`config.mk`:
```
export PLATFORM = sky130hd
export DESIGN_NAME = csei_irq
export DESIGN_NICKNAME = d
export VERILOG_FILES = /design/src/hdl/csei_pkg.sv /design/src/hdl/csei_irq.sv
export SDC_FILE = /design/constraint.sdc
export NUM_CORES = 1
export LEC_CHECK = 0
export ABC_CLOCK_PERIOD_IN_PS = 2800
export BUFFER_PORTS_ARGS = -buffer_cell sky130_fd_sc_hd__buf_4
export CORE_MARGIN = 2
export CORE_UTILIZATION = 53
export DETAILED_ROUTE_END_ITERATION = 10
export PLACE_DENSITY = 0.77
export SETUP_SLACK_MARGIN = 0.02
export SKIP_LAST_GASP = 1
export SYNTH_ARGS = -nofsm -noshare
export SYNTH_HDL_FRONTEND = slang
export SYNTH_SLANG_ARGS = --single-unit
```
`constraint.sdc`:
```
create_clock -name clock -period 2.8 [get_ports clock]
set_input_delay 0.84 -clock clock [delete_from_list [all_inputs] [get_ports clock]]
set_output_delay 0.84 -clock clock [all_outputs]
set_load 0.005 [all_outputs]
```
`src/hdl/csei_pkg.sv`:
```
// csei_pkg: register map, field positions and carrier types for the
// charger status, event flag and interrupt mask block.
// assumes an internal register port already decoded from the serial bus.
package csei_pkg;

    // register offsets
    localparam logic [7:0] ADDR_PIN_STATUS = 8'h04;
    localparam logic [7:0] ADDR_EVENT_A    = 8'h05;
    localparam logic [7:0] ADDR_EVENT_B    = 8'h06;
    localparam logic [7:0] ADDR_MASK_A     = 8'h07;
    localparam logic [7:0] ADDR_MASK_B     = 8'h08;

    // reset values
    localparam logic [7:0] EVENT_RESET = 8'h00;
    localparam logic [7:0] MASK_RESET  = 8'h00;
    localparam logic [7:0] READ_IDLE   = 8'h00;

    // status field positions
    localparam int ST_EXT_PWR  = 0;
    localparam int ST_INPUT_OK = 1;
    localparam int ST_FULL_SPEED_DETECTED   = 2;
    localparam int ST_THERM_SD = 3;
    localparam int ST_CHG_EN   = 4;
    localparam int ST_STDB_EN  = 5;
    localparam int ST_ENUM_EN  = 6;
    localparam int ST_IDEF     = 7;

    // event a positions
    localparam int EA_TIMER    = 0;
    localparam int EA_THERMREG = 1;
    localparam int EA_CHGSTATE = 2;
    localparam int EA_BATT     = 3;
    localparam int EA_PIN_IN   = 4;
    localparam int EA_PIN_OUT  = 5;
    localparam int EA_RESERVED = 6;
    localparam int EA_ADAPTER  = 7;

    // event b positions
    localparam int EB_COLD     = 0;
    localparam int EB_WARM     = 1;
    localparam int EB_HOT      = 2;
    localparam int EB_BUS_OK   = 3;
    localparam int EB_ENUMFAIL = 4;
    localparam int EB_ILIM     = 5;
    localparam int EB_RESUME   = 6;
    localparam int EB_SUSPEND  = 7;

    localparam logic [7:0] MASK_A_WRITABLE = 8'hBF;

    // charger-side levels and pulses that feed the block
    typedef struct packed {
        logic       external_power_on_output;
        logic       input_ok_output;
        logic       full_speed_detected;
        logic       thermal_shutdown;
        logic       charge_enable_input;
        logic       standby_enable_input;
        logic       enumeration_enable_input;
        logic       default_input_current_input;
        logic [2:0] charger_state;
        logic       battery_present;
        logic [3:0] adapter_type_field;
        logic       bus_power_good;
        logic       timer_expired;
        logic       thermal_regulation;
        logic       cold_battery;
        logic       warm_battery;
        logic       hot_battery;
        logic       enumeration_failed;
        logic       current_limited;
        logic       bus_resume;
        logic       bus_suspend;
    } csei_hw_t;

    // register port request
    typedef struct packed {
        logic       rd;
        logic       wr;
        logic [7:0] addr;
        logic [7:0] wdata;
    } csei_req_t;

    typedef struct packed {
        logic       thermal_shutdown_latch;
        logic [7:0] event_flags_a;
        logic [7:0] event_flags_b;
        logic [7:0] interrupt_mask_a;
        logic [7:0] interrupt_mask_b;
        logic [7:0] rdata;
        logic [3:0] prev_pins_in;
        logic [1:0] prev_pins_out;
        logic [2:0] prev_charger_state;
        logic       prev_battery;
        logic [3:0] prev_adapter;
        logic       prev_bus_ok;
        logic       primed;
    } csei_state_t;

endpackage : csei_pkg

```
`src/hdl/csei_irq.sv`:
```
// csei_irq: status mirror, clear-on-read event flags, mask registers and
// the active-low interrupt request of the charger register map.
// assumes the serial bus front end hands over one-cycle read and write
// strobes with an address, and takes read data on the cycle after a read.
//
// Overview of operation
// - status bit 0 shows external power-on level, bit 1 input-ok level.
// - status bit 2 is one when full-speed is supported as well.
// - status bit 3 latches thermal shutdown; a status read or a reset clears it.
// - status bits 4..7 mirror charge, standby, enumeration, current inputs.
// - both event registers reset to zero and clear when read.
// - event a bit 0 on timer expiry, bit 1 on thermal regulation.
// - event a bit 2 when the charger state field changes.
// - event a bit 3 when battery presence changes.
// - event a bit 4 when the charge, standby, enumeration or current input changes.
// - event a bit 5 when input-ok or external power-on changes.
// - event a bit 7 on adapter type change; bit 6 reads zero.
// - event b bits 0..2 flag cold, warm and hot battery.
// - event b bit 3 when bus power-good changes.
// - event b bit 4 when self-enumeration fails.
// - event b bit 5 when the input current limit triggers.
// - event b bit 6 on bus resume, bit 7 on suspend entry.
// - mask a bit zero lets the matching event a flag pull interrupt low.
// - mask a resets to zero; bit 6 is reserved.
// - mask b gates event b flags in the same way.
`timescale 1ns/1ps

module csei_irq (
    // clock and reset
    input  wire logic              clock,
    input  wire logic              sys_rst,
    // charger state
    input  wire csei_pkg::csei_hw_t hw,
    // register port
    input  wire csei_pkg::csei_req_t req,
    output logic [7:0]             read_data,
    // interrupt pin
    output logic                   interrupt_request_low
);

    csei_pkg::csei_state_t st;
    csei_pkg::csei_state_t next_st;

    logic [3:0] pins_in;
    logic [1:0] pins_out;
    logic [7:0] status_now;
    logic [7:0] ev_a_set;
    logic [7:0] ev_b_set;
    logic       access_ok;
    logic       rd_ok;
    logic       wr_ok;

    function automatic logic hit(input csei_pkg::csei_req_t r,
                                 input logic [7:0] a);
        hit = (r.addr == a);
    endfunction : hit

    assign pins_in  = {hw.default_input_current_input,
                       hw.enumeration_enable_input,
                       hw.standby_enable_input,
                       hw.charge_enable_input};
    assign pins_out = {hw.input_ok_output, hw.external_power_on_output};
    assign access_ok = hw.bus_power_good;
    assign rd_ok = req.rd && access_ok;
    assign wr_ok = req.wr && access_ok;

    always_comb begin
        status_now = 8'h00;
        status_now[csei_pkg::ST_EXT_PWR]  = hw.external_power_on_output;
        status_now[csei_pkg::ST_INPUT_OK] = hw.input_ok_output;
        status_now[csei_pkg::ST_FULL_SPEED_DETECTED]   = hw.full_speed_detected;
        status_now[csei_pkg::ST_THERM_SD] = st.thermal_shutdown_latch;
        status_now[csei_pkg::ST_IDEF:csei_pkg::ST_CHG_EN] = pins_in;
    end

    always_comb begin
        ev_a_set = 8'h00;
        ev_b_set = 8'h00;
        ev_a_set[csei_pkg::EA_TIMER]    = hw.timer_expired;
        ev_a_set[csei_pkg::EA_THERMREG] = hw.thermal_regulation;
        ev_a_set[csei_pkg::EA_CHGSTATE] = st.primed &&
            (hw.charger_state != st.prev_charger_state);
        ev_a_set[csei_pkg::EA_BATT] = st.primed &&
            (hw.battery_present != st.prev_battery);
        ev_a_set[csei_pkg::EA_PIN_IN] = st.primed &&
            (pins_in != st.prev_pins_in);
        ev_a_set[csei_pkg::EA_PIN_OUT] = st.primed &&
            (pins_out != st.prev_pins_out);
        ev_a_set[csei_pkg::EA_ADAPTER] = st.primed &&
            (hw.adapter_type_field != st.prev_adapter);
        ev_b_set[csei_pkg::EB_COLD]     = hw.cold_battery;
        ev_b_set[csei_pkg::EB_WARM]     = hw.warm_battery;
        ev_b_set[csei_pkg::EB_HOT]      = hw.hot_battery;
        ev_b_set[csei_pkg::EB_BUS_OK]   = st.primed &&
            (hw.bus_power_good != st.prev_bus_ok);
        ev_b_set[csei_pkg::EB_ENUMFAIL] = hw.enumeration_failed;
        ev_b_set[csei_pkg::EB_ILIM]     = hw.current_limited;
        ev_b_set[csei_pkg::EB_RESUME]   = hw.bus_resume;
        ev_b_set[csei_pkg::EB_SUSPEND]  = hw.bus_suspend;
    end

    always_comb begin
        next_st = st;
        next_st.prev_pins_in       = pins_in;
        next_st.prev_pins_out      = pins_out;
        next_st.prev_charger_state = hw.charger_state;
        next_st.prev_battery       = hw.battery_present;
        next_st.prev_adapter       = hw.adapter_type_field;
        next_st.prev_bus_ok        = hw.bus_power_good;
        next_st.primed             = 1'b1;
        next_st.rdata              = csei_pkg::READ_IDLE;
        // read data and clear-on-read; a same-cycle event survives the clear
        if (rd_ok) begin
            if (hit(req, csei_pkg::ADDR_PIN_STATUS)) begin
                next_st.rdata = status_now;
                next_st.thermal_shutdown_latch = 1'b0;
            end else if (hit(req, csei_pkg::ADDR_EVENT_A)) begin
                next_st.rdata = st.event_flags_a;
                next_st.event_flags_a = csei_pkg::EVENT_RESET;
            end else if (hit(req, csei_pkg::ADDR_EVENT_B)) begin
                next_st.rdata = st.event_flags_b;
                next_st.event_flags_b = csei_pkg::EVENT_RESET;
            end else if (hit(req, csei_pkg::ADDR_MASK_A)) begin
                next_st.rdata = st.interrupt_mask_a;
            end else if (hit(req, csei_pkg::ADDR_MASK_B)) begin
                next_st.rdata = st.interrupt_mask_b;
            end
        end
        if (hw.thermal_shutdown) begin
            next_st.thermal_shutdown_latch = 1'b1;
        end
        next_st.event_flags_a = (next_st.event_flags_a | ev_a_set)
                                & csei_pkg::MASK_A_WRITABLE;
        next_st.event_flags_b = next_st.event_flags_b | ev_b_set;
        if (wr_ok && hit(req, csei_pkg::ADDR_MASK_A)) begin
            next_st.interrupt_mask_a =
                req.wdata & csei_pkg::MASK_A_WRITABLE;
        end
        if (wr_ok && hit(req, csei_pkg::ADDR_MASK_B)) begin
            next_st.interrupt_mask_b = req.wdata;
        end
        if (!hw.bus_power_good) begin
            next_st.interrupt_mask_a = csei_pkg::MASK_RESET;
            next_st.interrupt_mask_b = csei_pkg::MASK_RESET;
        end
    end

    always_ff @(posedge clock) begin
        if (sys_rst) begin
            st <= '0;
            st.event_flags_a    <= csei_pkg::EVENT_RESET;
            st.event_flags_b    <= csei_pkg::EVENT_RESET;
            st.interrupt_mask_a <= csei_pkg::MASK_RESET;
            st.interrupt_mask_b <= csei_pkg::MASK_RESET;
        end else begin
            st <= next_st;
        end
    end

    assign read_data = st.rdata;
    // any set flag whose mask bit is zero holds the pin low
    assign interrupt_request_low =
        ~(|(st.event_flags_a & ~st.interrupt_mask_a) |
          |(st.event_flags_b & ~st.interrupt_mask_b));

    // checks on the register port, the flags and the pin
    ext_pwr_read_a: assert property (@(posedge clock)
        disable iff (sys_rst)
        rd_ok && hit(req, csei_pkg::ADDR_PIN_STATUS) |=>
        read_data[csei_pkg::ST_EXT_PWR] ==
            $past(hw.external_power_on_output))
        else $error("external power level bit wrong");
    input_ok_read_a: assert property (@(posedge clock)
        disable iff (sys_rst)
        rd_ok && hit(req, csei_pkg::ADDR_PIN_STATUS) |=>
        read_data[csei_pkg::ST_INPUT_OK] == $past(hw.input_ok_output))
        else $error("input ok level bit wrong");
    full_speed_detected_read_a: assert property (@(posedge clock)
        disable iff (sys_rst)
        rd_ok && hit(req, csei_pkg::ADDR_PIN_STATUS) |=>
        read_data[csei_pkg::ST_FULL_SPEED_DETECTED] == $past(hw.full_speed_detected))
        else $error("full speed bit wrong");
    therm_latch_a: assert property (@(posedge clock)
        disable iff (sys_rst)
        hw.thermal_shutdown ##1 !rd_ok [*3] |=>
        st.thermal_shutdown_latch)
        else $error("thermal shutdown latch lost");
    therm_read_a: assert property (@(posedge clock)
        disable iff (sys_rst)
        rd_ok && hit(req, csei_pkg::ADDR_PIN_STATUS) |=>
        read_data[csei_pkg::ST_THERM_SD] ==
            $past(st.thermal_shutdown_latch))
        else $error("thermal shutdown bit wrong");
    therm_clear_a: assert property (@(posedge clock)
        disable iff (sys_rst)
        rd_ok && hit(req, csei_pkg::ADDR_PIN_STATUS) &&
        !hw.thermal_shutdown |=> !st.thermal_shutdown_latch)
        else $error("thermal shutdown latch not cleared");
    pins_mirror_a: assert property (@(posedge clock)
        disable iff (sys_rst)
        rd_ok && hit(req, csei_pkg::ADDR_PIN_STATUS) |=>
        read_data[csei_pkg::ST_IDEF:csei_pkg::ST_CHG_EN] ==
            $past(pins_in))
        else $error("mirrored inputs wrong");
    ev_clear_a: assert property (@(posedge clock)
        disable iff (sys_rst)
        rd_ok && hit(req, csei_pkg::ADDR_EVENT_A) && ev_a_set == 8'h00 |=>
        st.event_flags_a == csei_pkg::EVENT_RESET)
        else $error("event a not cleared by read");
    evb_clear_a: assert property (@(posedge clock)
        disable iff (sys_rst)
        rd_ok && hit(req, csei_pkg::ADDR_EVENT_B) && ev_b_set == 8'h00 |=>
        st.event_flags_b == csei_pkg::EVENT_RESET)
        else $error("event b not cleared by read");
    ev_hold_a: assert property (@(posedge clock)
        disable iff (sys_rst)
        !(rd_ok && hit(req, csei_pkg::ADDR_EVENT_A)) |=>
        (st.event_flags_a & $past(st.event_flags_a)) ==
            $past(st.event_flags_a))
        else $error("event a flag lost without a read");
    ev_read_a: assert property (@(posedge clock)
        disable iff (sys_rst)
        rd_ok && hit(req, csei_pkg::ADDR_EVENT_A) |=>
        read_data == $past(st.event_flags_a))
        else $error("event a read data wrong");
    ev_reset_a: assert property (@(posedge clock)
        $fell(sys_rst) |->
        st.event_flags_a == csei_pkg::EVENT_RESET &&
        st.event_flags_b == csei_pkg::EVENT_RESET)
        else $error("event flags not reset");
    timer_set_a: assert property (@(posedge clock)
        disable iff (sys_rst)
        hw.timer_expired |=> st.event_flags_a[csei_pkg::EA_TIMER])
        else $error("timer flag missed");
    therm_reg_a: assert property (@(posedge clock)
        disable iff (sys_rst)
        hw.thermal_regulation |=> st.event_flags_a[csei_pkg::EA_THERMREG])
        else $error("thermal regulation flag missed");
    chg_state_a: assert property (@(posedge clock)
        disable iff (sys_rst)
        st.primed && $changed(hw.charger_state) |=>
        st.event_flags_a[csei_pkg::EA_CHGSTATE])
        else $error("charger state change missed");
    batt_chg_a: assert property (@(posedge clock)
        disable iff (sys_rst)
        st.primed && $changed(hw.battery_present) |=>
        st.event_flags_a[csei_pkg::EA_BATT])
        else $error("battery presence change missed");
    pins_chg_a: assert property (@(posedge clock)
        disable iff (sys_rst)
        st.primed && $changed(pins_in) |=>
        st.event_flags_a[csei_pkg::EA_PIN_IN])
        else $error("input change missed");
    pin_out_chg_a: assert property (@(posedge clock)
        disable iff (sys_rst)
        st.primed && $changed(pins_out) |=>
        st.event_flags_a[csei_pkg::EA_PIN_OUT])
        else $error("output level change missed");
    adapter_chg_a: assert property (@(posedge clock)
        disable iff (sys_rst)
        st.primed && $changed(hw.adapter_type_field) |=>
        st.event_flags_a[csei_pkg::EA_ADAPTER])
        else $error("adapter type change missed");
    rsvd_zero_a: assert property (@(posedge clock)
        disable iff (sys_rst)
        !st.event_flags_a[csei_pkg::EA_RESERVED] &&
        !st.interrupt_mask_a[csei_pkg::EA_RESERVED])
        else $error("reserved bit set");
    cold_set_a: assert property (@(posedge clock)
        disable iff (sys_rst)
        hw.cold_battery |=> st.event_flags_b[csei_pkg::EB_COLD])
        else $error("cold battery flag missed");
    warm_set_a: assert property (@(posedge clock)
        disable iff (sys_rst)
        hw.warm_battery |=> st.event_flags_b[csei_pkg::EB_WARM])
        else $error("warm battery flag missed");
    hot_set_a: assert property (@(posedge clock)
        disable iff (sys_rst)
        hw.hot_battery |=> st.event_flags_b[csei_pkg::EB_HOT])
        else $error("hot battery flag missed");
    bus_ok_chg_a: assert property (@(posedge clock)
        disable iff (sys_rst)
        st.primed && $changed(hw.bus_power_good) |=>
        st.event_flags_b[csei_pkg::EB_BUS_OK])
        else $error("bus power change missed");
    enum_fail_a: assert property (@(posedge clock)
        disable iff (sys_rst)
        hw.enumeration_failed |=> st.event_flags_b[csei_pkg::EB_ENUMFAIL])
        else $error("enumeration failure flag missed");
    ilim_set_a: assert property (@(posedge clock)
        disable iff (sys_rst)
        hw.current_limited |=> st.event_flags_b[csei_pkg::EB_ILIM])
        else $error("current limit flag missed");
    resume_set_a: assert property (@(posedge clock)
        disable iff (sys_rst)
        hw.bus_resume |=> st.event_flags_b[csei_pkg::EB_RESUME])
        else $error("resume flag missed");
    suspend_set_a: assert property (@(posedge clock)
        disable iff (sys_rst)
        hw.bus_suspend |=> st.event_flags_b[csei_pkg::EB_SUSPEND])
        else $error("suspend flag missed");
    mask_gate_a: assert property (@(posedge clock)
        disable iff (sys_rst)
        |(st.event_flags_a & ~st.interrupt_mask_a)
        |-> !interrupt_request_low)
        else $error("unmasked event a flag left pin high");
    irq_masked_a: assert property (@(posedge clock)
        disable iff (sys_rst)
        (st.event_flags_a & ~st.interrupt_mask_a) == 8'h00 &&
        (st.event_flags_b & ~st.interrupt_mask_b) == 8'h00 |->
        interrupt_request_low)
        else $error("interrupt without an unmasked flag");
    mask_reset_a: assert property (@(posedge clock)
        $fell(sys_rst) |-> st.interrupt_mask_a == csei_pkg::MASK_RESET)
        else $error("mask a not reset");
    mask_write_a: assert property (@(posedge clock)
        disable iff (sys_rst)
        wr_ok && hit(req, csei_pkg::ADDR_MASK_A) |=>
        st.interrupt_mask_a ==
            ($past(req.wdata) & csei_pkg::MASK_A_WRITABLE))
        else $error("mask a write lost");
    maskb_write_a: assert property (@(posedge clock)
        disable iff (sys_rst)
        wr_ok && hit(req, csei_pkg::ADDR_MASK_B) |=>
        st.interrupt_mask_b == $past(req.wdata))
        else $error("mask b write lost");
    maskb_gate_a: assert property (@(posedge clock)
        disable iff (sys_rst)
        |(st.event_flags_b & ~st.interrupt_mask_b)
        |-> !interrupt_request_low)
        else $error("unmasked event b flag left pin high");
    irq_pin_a: assert property (@(posedge clock)
        disable iff (sys_rst)
        hw.current_limited && !st.interrupt_mask_b[csei_pkg::EB_ILIM] &&
        hw.bus_power_good && !wr_ok |=> !interrupt_request_low)
        else $error("interrupt not raised");
    irq_release_a: assert property (@(posedge clock)
        disable iff (sys_rst)
        rd_ok && hit(req, csei_pkg::ADDR_EVENT_A) && ev_a_set == 8'h00 &&
        st.event_flags_b == 8'h00 && ev_b_set == 8'h00 |=>
        interrupt_request_low)
        else $error("interrupt not released");
    mask_drop_a: assert property (@(posedge clock)
        disable iff (sys_rst)
        !hw.bus_power_good |=> st.interrupt_mask_a == 8'h00 &&
        st.interrupt_mask_b == 8'h00)
        else $error("masks kept with bus power bad");
    refused_rd_a: assert property (@(posedge clock)
        disable iff (sys_rst)
        req.rd && !hw.bus_power_good |=> read_data == csei_pkg::READ_IDLE)
        else $error("read answered with bus power bad");

endmodule : csei_irq

```
==> results summary, run 1 <==
The kind of cell adding the most delay to the critical path is simple AND/OR/NAND/NOR gates. The flow ran to the end, and the final reports show no timing, DRC or antenna violations. The number of levels in the clock H-tree is 2. The cell type with the largest total area after synthesis is sky130_fd_sc_hd__dfxtp_1. Global routing used 21.8% of the available tracks across all layers. Synthesis inferred 55 register bits. The number of different library cells in the post-synthesis netlist came out at 37.

The met3 demand-to-capacity share in global routing is 4.44%. The proportion of synthesized flip-flops having asynchronous set or reset is 0%. The area share of xor/xnor cells in the synthesized design came out at 5.31%. The die span in x came out at 72.3 µm. The weighted congestion at the end of routability-driven global placement came out at 0.923. After synthesis, the largest family of logic cells by area is simple AND/OR/NAND/NOR gates. The final wirelength is roughly 5400 µm. The synthesized-area fraction occupied by and/or/nand/nor cells came out at slightly above 20%.

The number of stages on the worst hold path came out at 2. The number of warning messages in the yosys log is 0. The fraction of layout cells with a size suffix above 1 came out at 24.4%.

The most instantiated flip-flop cell in the synthesis netlist is sky130_fd_sc_hd__dfxtp_1. The share of power burned in the clock network came out at 30.3%. The wire length of the first global-routing pass came out at 8800 µm. Tracing the worst setup path back leads to its startpoint at st[50]$_SDFF_PP0_.

The root buffer cell chosen for the clock tree is sky130_fd_sc_hd__clkbuf_8. The die covers between 0.005 and 0.006 mm². The startpoint identified for the worst register-to-register timing path is st[24]$_SDFFE_PP0P_. The final instance count without filler cells is between 300 and 400.

The net switching power is 353 µW. Counting along the longest clock path gives a buffer depth of 2. The critical path runs through a total of 5 cells. Across the routed clock network, the largest skew measured is 18.1 ps.

STA puts the critical path data required time at between 1500 and 2000 ps. The internal cell power came out at 1.12 mW. The starting utilization of the core area came out at 56.1%. In this run, placement finished with an instance count of between 300 and 400. The number of buffers added by the clock tree synthesis step came out at 5. After synthesis, the cell types taking the most area are sky130_fd_sc_hd__dfxtp_1 44%, sky130_fd_sc_hd__mux2i_1 6.5%, sky130_fd_sc_hd__nor2b_1 6.1%. For this run, design rule violations remaining after detail routing come to 0. After synthesis, the largest area contributor takes up 44.5% of total cell area. The register clock-pin slew on the reported worst setup and hold paths is 90 ps. In the finished design, the share of the clock period the worst path needs comes to 96.8%. The synthesized-area fraction occupied by adder cells is 0%.

The initial antenna violation count came to 0. TritonCTS built the clock tree. The cell count after synthesis is 269. The hold violation total from the final report came out at 0. Setup repair after global routing left no endpoint under its margin. The share of total power consumed by net switching came out at a little under a quarter.

The total setup violations reported at the end of the flow came out at 0. The total number of nets in the final design is 360. The count of vias placed by the detailed router came out at 1966. The depth of the worst register-to-register path is 4. Multiplexer cells account for 9.20% of the synthesized area. Measured against its own limit, the worst slew margin works out to 62.5%. The total negative slack for setup checks is 0 ps. The number of antenna diodes in the final layout is 0. The largest net degree at the start of global routing is 30. STA classifies the critical path endpoint as an output port. On the final layout, the worst hold slack is 475 ps. The placeable core region came out at around 0.0044 mm². Dividing the detail-routed wire length by the instance count gives 14.6 µm. By instance count, the leading cell after synthesis is sky130_fd_sc_hd__dfxtp_1.

The cell area after synthesis is 0.00247 mm². The highest clock rate came out at roughly 370 MHz. The largest vdd supply drop came out at 347 µV. In the routed layout, each cell is associated on average with a via count of 5.36. The share of power burned in combinational logic came out at 12.9%. Of the synthesized area, sequential elements account for 44.5%.

In this run the core area contains 24 standard-cell rows. The net count after synthesis is 315. The min-delay analysis places its worst path in the category reg -> reg.

The final max-slew violation count came out at 0. The critical path is of the reg -> out type. Averaged over all synthesized cells, the footprint is 9.20 µm². The post-CTS repair timing setup buffer count is 0.

The layer flagged by global routing as most heavily used is met2. The sequential power share came out at 56.8%. In this design, the stage delay of the slowest critical-path cell is about 580 ps. The power density normalized to cell area came out at approximately 500 mW/mm². STA classifies the critical path startpoint as a register. For this design, the sink count on the clock tree is 55. Together, buffers and inverters on the worst path number 2. The cell type of the slowest stage on the worst timing path is sky130_fd_sc_hd__or4_1. The initial detailed-routing violation count came out at about 100.

The synthesized netlist devotes 12.8% of its cell area to compound gates. The maximum fanout along the worst path came out at 3. The minimum clock period came out at roughly 2700 ps. Hold repair after CTS inserted 0 buffers. The number of buffers added on ports came out at 54. The data arrival time at the worst-slack endpoint came out at ~1900 ps. The critical path goes through inv_1 -> o22ai_1 -> or4_1 -> nor4_2 -> buf_4.

The count of flip-flops with a built-in enable after synthesis is 0. The number of search-and-repair iterations in the first detailed-routing pass is 4. Counting the fill cells in the layout gives ~380. The slew of the pin with the lowest slew margin is between 500 and 600 ps. The number of max-cap violations came out at 0. The relative area change from synthesis to final layout is 18.7%. After global routing the overflow that remains totals 0.

The met1 usage in global routing is 29.0%. Counting instances in the post-synthesis netlist gives the leading cell types as 55 x sky130_fd_sc_hd__dfxtp_1, 37 x sky130_fd_sc_hd__nor2_1, 24 x sky130_fd_sc_hd__nor2b_1, 16 x sky130_fd_sc_hd__inv_1, 16 x sky130_fd_sc_hd__mux2i_1. The clock latency at the later pin of the worst-skew pair came out at slightly above 300 ps. The die extent in y came out at 72.3 µm. The post-detailed-placement half-perimeter wirelength came out at 4020 µm. The register-to-register setup slack came out at 1500 ps. The number of ports placed on the die boundary came out at 55. The global routing usage on met2 is 35.7%. The number of global-route vias before repair is ~1800.

The post-detailed-route count of antenna-violating nets came out at 0. The leakage power figure came out at 1.24 nW. The startpoint identified for the worst hold timing path is st[53]$_SDFF_PP0_.
[final timing paths]
path                                   to
setup / recovery    interrupt_request_low
hold reg to reg         st[53]$_SDFF_PP0_
hold / removal          st[53]$_SDFF_PP0_
setup reg to reg  read_data[0]$_SDFF_PP0_
[what timing repair did]
| action | 4_1_cts | 5_1_grt |
|---|---|---|
| endpoints found under the setup margin | 0 | 1 |
| resized for setup | 0 | 1 |
| hold endpoints to repair | 0 | 0 |
[state kept, by name (all words and copies together), names as in the netlist]
name and cells:
read_data 8, st 47
[logic make-up after synthesis]
kind of cell | after synthesis
flops | 55
xor+xnor | 15
mux | 22
compound gates | 48
simple gates | 94
buf+inv | 35
[per-stage QoR]
stage	power [mW]	instance area (µm²)	util [%]	worst slack (ps)
6_report	1.47	2940	66.6	89.9
5_1_grt	1.54	2940	66.6	30.6
4_1_cts	1.49	2930	66.4	69.9
3_5_place_dp	1.04	2840	64.3	333
3_3_place_gp	1.04	2840	64.3	344
2_1_floorplan	0.959	2470	-	437
[area by class of cell]
cell class | count | area (µm²) | share of cell area, %
multi-input combinational | 179 | 1190 | 40.5
sequential | 55 | 1100 | 37.5
timing repair buffer | 57 | 428 | 14.6
clock buffer | 7 | 86.3 | 2.94
tap | 52 | 65.1 | 2.21
inverter | 16 | 60.1 | 2.04
clock inverter | 1 | 8.76 | 0.298
[power by group through the flow]
stage	Sequential [mW]	Clock, mW	Combinational, mW
6_report	0.836	0.446	0.189
5_1_grt	0.839	0.490	0.212
4_1_cts	0.836	0.462	0.189
3_5_place_dp	0.854	0	0.188
3_3_place_gp	0.853	0	0.184
2_1_floorplan	0.846	0	0.112
[tightest hold or removal path, cell delays in order (launching register included)]
cell and delay [ps]:
sky130_fd_sc_hd__dfxtp_1 340, sky130_fd_sc_hd__nand2_1 60, sky130_fd_sc_hd__nand2_1 40
[cell usage in the layout, fill, tap and decap left out, types with 2 or more instances in the layout]
master	n
sky130_fd_sc_hd__buf_4	57
sky130_fd_sc_hd__dfxtp_1	55
sky130_fd_sc_hd__nor2_1	37
sky130_fd_sc_hd__nor2b_1	24
sky130_fd_sc_hd__inv_1	16
sky130_fd_sc_hd__mux2i_1	16
sky130_fd_sc_hd__a21oi_1	12
sky130_fd_sc_hd__xnor2_1	11
sky130_fd_sc_hd__nand2_1	10
sky130_fd_sc_hd__o21ai_0	8
sky130_fd_sc_hd__o22ai_1	7
sky130_fd_sc_hd__o2bb2ai_1	6
sky130_fd_sc_hd__mux2_2	6
sky130_fd_sc_hd__a22oi_1	6
sky130_fd_sc_hd__clkbuf_8	6
sky130_fd_sc_hd__nand3_1	4
sky130_fd_sc_hd__xor2_1	4
sky130_fd_sc_hd__a22o_1	4
sky130_fd_sc_hd__nand2b_1	3
sky130_fd_sc_hd__nand4_1	3
sky130_fd_sc_hd__or4_4	2
[layer usage]
layer,wire [µm],up-vias
met1,2370,893
met3,319,7
met4,72,0
met2,2590,58
met5,0,-
li1,-,1008
(Power assumes the default switching activity.)
==> inputs of run 2 (changes only) <==
- BUFFER_PORTS_ARGS: -buffer_cell sky130_fd_sc_hd__buf_4 -> unset
- CORE_UTILIZATION: 53 -> 60
- DONT_BUFFER_PORTS: unset -> 1
- PLACE_DENSITY: 0.77 -> 0.75
==> results summary, run 2 (synthesized netlist as in run 1, its figures left out) <==
From left edge to right edge, the die measures 68.2 µm. Setup violations remaining at the end of the flow were counted as 0. The number of instances resized during post-cts repair is 0. The post-detailed-route count of antenna-violating nets is 0.

The run finished with clean final reports. The maximum fanout along the worst path is 3. The number of buffers added by the clock tree synthesis step came out at 5. The total area inside the core boundary comes to slightly below 0.004 mm². st holds more flip-flops than any other register. The data arrival time at the worst-slack endpoint is 1770 ps. The largest individual stage delay along the critical path comes from the cell sky130_fd_sc_hd__or4_1. Cells with a size suffix above 1 make up 8.05% of the layout. The buffer type at the clock tree root is sky130_fd_sc_hd__clkbuf_8. Following the worst setup path forward leads to its endpoint at interrupt_request_low. The HPWL after detailed placement is ~3800 µm. The number of ports placed on the die boundary is 55. The weighted congestion at the end of routability-driven global placement came out at 0.838. The critical path in this run is classified as reg -> out.

The leakage power figure is 0.968 nW. The final period utilization came out at 93.4%. The hold violation total from the final report is 0.

Setup repair after global routing left no endpoint under its margin. The residual overflow from global routing is 0. The maximum count of clock buffers along a single path came out at 2. The count of vias placed by the detailed router came out at 1780. The worst register-to-register path ends at read_data[0]$_SDFF_PP0_. Adding up every negative setup slack in the final design gives 0 ps. The final instance count without filler cells came out at 311. The wire length of the first global-routing pass is 7890 µm. The initial antenna violation count was 0. The number of buffers inserted for hold repair after clock tree synthesis came out at 0. After layout, the worst setup slack is between 150 and 200 ps.

Summing internal, switching and leakage power gives 1.37 mW. Across the VDD grid, the largest voltage drop is 345 µV. The worst slew margin relative to its limit is 62.6%. The die covers 0.00465 mm². The library cell used most frequently in the layout, excluding fill and tap cells, is sky130_fd_sc_hd__dfxtp_1. The number of flip-flops under the largest register name is 47. The critical path launch point is st[51]$_SDFF_PP0_. The largest net degree at the start of global routing is 30. For this run, the share of the core covered by cells in the final layout is 63.2%. For this run, the total global-route usage over all layers was measured as 23.4%. The initial detailed-routing violation count came out at 222. For the pin with the worst max-slew slack, the measured transition is between 500 and 600 ps. The number of levels in the clock H-tree is 2. The minimum clock period is 2610 ps. The final max-slew violation count came to 0.

The routed design has 5030 µm of wire. The first TritonRoute pass finished after 4 iterations. The clock latency at the later pin of the worst-skew pair came out at around 310 ps. The element type at the critical path start is a register.

The number of global-route vias before repair came out at 1649. The top cell types in the final layout, fill and taps aside, are 55 x sky130_fd_sc_hd__dfxtp_1, 37 x sky130_fd_sc_hd__nor2_1, 24 x sky130_fd_sc_hd__nor2b_1, 16 x sky130_fd_sc_hd__inv_1, 16 x sky130_fd_sc_hd__mux2i_1. The post-CTS repair timing setup buffer count came out at 0. Timing analysis after detailed placement gives a worst setup slack of roughly 430 ps. The depth of the worst register-to-register path came out at 4. STA classifies the critical path endpoint as an output port. The number of max-cap violations came out at 0. The startpoint identified for the worst hold timing path is st[53]$_SDFF_PP0_. In this run the critical register-to-register path is launched from st[24]$_SDFFE_PP0P_. Counting every sink on the clock net gives 55.

The placed instance count is 303. The post-detailed-route via-to-cell ratio is 5.72. After detailed routing, the average wire length per cell comes to 16.2 µm. The number of buffers added on ports is 0. The register-to-register setup slack is 1350 ps. TritonCTS built the clock tree.

The row count came out at 23. The longest individual stage delay on the worst path came out at 550 ps. The required time of the critical path came out at around 2000 ps.

The register clock-pin slew on the reported worst setup and hold paths is approximately 90 ps. The residual DRC count is 0. The highest clock rate came out at 383 MHz. The die is between 60 and 70 µm tall. The clock skew is 10.5 ps.

The critical path goes through inv_1 -> o22ai_1 -> or4_1 -> nor4_1. The total number of nets in the final design is 306. 0 antenna diodes ended up in the layout. The relative area change from synthesis to final layout came out at 1.42%. The worst min-delay path category is reg -> reg. Dividing total power by cell area gives a power density of 546 mW/mm². For this configuration, the core starts out at a cell density of 62.3%.
-- run 2: area by class of cell --
type | instances | area, µm²
clock buffer | 7 | 76.3
clock inverter | 1 | 5.00
fill | 350 | 1460
inverter | 16 | 60.1
multi-input combinational | 179 | 1180
sequential | 55 | 1100
tap | 50 | 62.6
timing repair buffer | 3 | 22.5
-- run 2: report_power, final --
group	switching (mW)	total [mW]	internal [mW]	leakage [nW]
Combinational	0.0552	0.118	0.0632	0.473
Clock	0.243	0.419	0.176	0.0422
Sequential	0.0201	0.834	0.814	0.453
-- run 2: worst min path at each step --
stage                              endpoint  cells past startpoint
after floorplan           st[53]$_SDFF_PP0_                      2
after global placement    st[53]$_SDFF_PP0_                      2
after detailed placement  st[53]$_SDFF_PP0_                      2
after CTS                 st[53]$_SDFF_PP0_                      2
after global routing      st[53]$_SDFF_PP0_                      2
final                     st[53]$_SDFF_PP0_                      2
-- run 2: worst max-delay path: cells and delay by family (launching register included) --
kind | cells | cell delay, ps
AND/OR/NAND/NOR | 2 | 980
flip-flops | 1 | 330
buffers and inverters | 1 | 70
AO/OA/AOI/OAI | 1 | 90
-- run 2: metal layers --
layer  up-vias  share of wire, %  GRT usage, %  wire (µm)
li1        889                 -             -          -
met1       799                43          31.3       2160
met2        81                44          35.1       2220
met3        11                10          6.74        516
met4         0               2.7          10.0        134
met5         -                 0             0          0
-- run 2: stage by stage --
step	hold WS [ps]	area, µm²
2_1_floorplan	432	2470
3_3_place_gp	451	2430
5_1_grt	502	2510
6_report	474	2510
3_5_place_dp	460	2430
4_1_cts	474	2510
==> inputs of run 3 (changes only) <==
- RECOVER_POWER: unset -> 100
==> results summary, run 3 (synthesized netlist as in run 1, its figures left out) <==
The starting utilization of the core area came out at 62.3%. The net switching power is 315 µW. Measured along the y axis, the die boundary spans 68.2 µm. The post-CTS repair timing setup buffer count is 0. The number of flip-flops under the largest register name came out at 47. For this design the ratio of total power to cell area is between 500 and 600 mW/mm². TritonCTS built the clock tree. The largest vdd supply drop is around 340 µV. The highest clock rate came out at roughly 380 MHz.

The number of global-route vias before repair is 1649. Leaving out fill and tap cells, the most frequent cell in the layout is sky130_fd_sc_hd__dfxtp_1. Setup repair after global routing left no endpoint under its margin. Hold repair after CTS inserted 0 buffers. In the layout the commonest cells are 55 x sky130_fd_sc_hd__dfxtp_1, 37 x sky130_fd_sc_hd__nor2_1, 24 x sky130_fd_sc_hd__nor2b_1, 16 x sky130_fd_sc_hd__inv_1, 16 x sky130_fd_sc_hd__mux2i_1.

Using the TritonRoute via totals, the vias-per-cell ratio works out to about 5.7. The weighted congestion at the end of routability-driven global placement is 0.838. The total negative slack for setup checks came out at 0 ps.

The required time of the critical path is 1960 ps. TritonCTS created 5 clock buffers. The share of power burned in combinational logic came out at 8.6%. The slew of the pin with the lowest slew margin came out at slightly below 600 ps. STA classifies the critical path startpoint as a register.

The hold violation total from the final report came out at 0. The final instance count without filler cells is between 300 and 400. The relative area change from synthesis to final layout is 0.556%. The residual DRC count came out at 0. After detailed routing, the average wire length per cell comes to 16.2 µm. The row count is 23. The largest net degree at the start of global routing is 30. The worst setup path is captured at an output port.

The wire length of the first global-routing pass is 7890 µm. The post-detailed-placement half-perimeter wirelength is 3760 µm. The minimum clock period came out at 2620 ps. The post-detailed-route count of antenna-violating nets is 0. The number of instances resized during post-cts repair came out at 0. The worst slew margin relative to its limit came out at 60.9%. In the final layout, the share of cells above drive strength 1 is 6.13%. The number of ports placed on the die boundary came out at 55. The number of buffers added on ports came out at 0.

The clock sink total is 55. The final max-slew violation count is 0. The later pin in the worst-skew pair is clocked with a latency of 300 ps. The worst setup path is of the reg -> out kind. The root buffer cell chosen for the clock tree is sky130_fd_sc_hd__clkbuf_8. The sequential power share is 61.0%.

The run finished with clean final reports. The die span in x is slightly below 70 µm. The clock skew came out at 8.10 ps. The placeable core region came out at 0.00397 mm².

The final period utilization came out at 93.5%. The residual overflow from global routing is 0. The total number of nets in the final design came out at between 300 and 400. In this run switching power makes up 23.1% of total power. The maximum count of clock buffers along a single path came out at 2. Ranked by flip-flop count, first place goes to st. The maximum fanout along the worst path came out at 3. 0 antenna diodes ended up in the layout. The number of levels in the clock H-tree is 2.

The count of vias placed by the detailed router is ~1800. The share of power burned in the clock network came out at between 30% and 40%. For this run, the total global-route usage over all layers was measured as a little under a quarter. The first detailed-routing pass took 4 iterations.

The placed instance count is 303. The worst min-delay path category is reg -> reg. The number of max-cap violations is 0. The initial antenna violation count came out at 0. The register clock-pin slew on the reported worst setup and hold paths is 90 ps. The data arrival time at the worst-slack endpoint came out at 1780 ps.

The leakage power figure is 0.941 nW. The die area came out at 0.00465 mm². For this block, the initial DRC count from the detailed router was ~150. The routed design has 5040 µm of wire. The post-route total power is 1.37 mW. The internal cell power came out at 1.05 mW. The total setup violations reported at the end of the flow came out at 0.
run 3: cell count changes in the layout (fill, tap and decap cells not counted):
cell / delta
sky130_fd_sc_hd__buf_4: -2
sky130_fd_sc_hd__clkbuf_1: +2
sky130_fd_sc_hd__nand4_1: +1
sky130_fd_sc_hd__nand4_2: -1
sky130_fd_sc_hd__or4_1: +2
sky130_fd_sc_hd__or4_4: -2
run 3: area by class of cell:
type / instances / area, µm²
clock inverter: 1 / 5.00
clock buffer: 7 / 76.3
fill: 352 / 1480
tap: 50 / 62.6
sequential: 55 / 1100
multi-input combinational: 179 / 1170
inverter: 16 / 60.1
timing repair buffer: 3 / 15.0
run 3: final timing paths:
check                      startpoint                       to  slack [ps]  depth (start not counted)
setup / recovery    st[51]$_SDFF_PP0_    interrupt_request_low         180                          4
hold / removal      st[53]$_SDFF_PP0_        st[53]$_SDFF_PP0_         470                          2
setup reg to reg  st[24]$_SDFFE_PP0P_  read_data[0]$_SDFF_PP0_        1370                          4
hold reg to reg     st[53]$_SDFF_PP0_        st[53]$_SDFF_PP0_         470                          2
run 3: worst max-delay path, stage by stage, from the launching register on:
cell	delay (ps)
sky130_fd_sc_hd__dfxtp_1	330
sky130_fd_sc_hd__inv_1	70
sky130_fd_sc_hd__o22ai_1	90
sky130_fd_sc_hd__or4_1	550
sky130_fd_sc_hd__nor4_1	430
run 3: through the flow:
| step | hold slack [ps] | util [%] | setup slack, ps | instance area (µm²) |
|---|---|---|---|---|
| after floorplan | 432 | - | 437 | 2470 |
| after global routing | 502 | 62.7 | 119 | 2490 |
| final | 473 | 62.7 | 181 | 2490 |
| after global placement | 451 | 61.2 | 445 | 2430 |
| after CTS | 474 | 63.2 | 176 | 2510 |
| after detailed placement | 460 | 61.2 | 425 | 2430 |
run 3: routing by layer:
layer	vias to the layer above	GRT usage, %	wire length, µm
li1	890	-	-
met3	11	6.74	508
met5	-	0	0
met4	0	10.0	134
met2	81	35.1	2200
met1	792	31.3	2200
run 3: power groups by stage:
stage                     combinational [mW]  clock (mW)  sequential [mW]
after global placement                 0.114           0            0.851
after global routing                   0.130       0.456            0.839
after floorplan                        0.112           0            0.846
final                                  0.118       0.416            0.834
after CTS                              0.118       0.425            0.834
after detailed placement               0.117           0            0.852
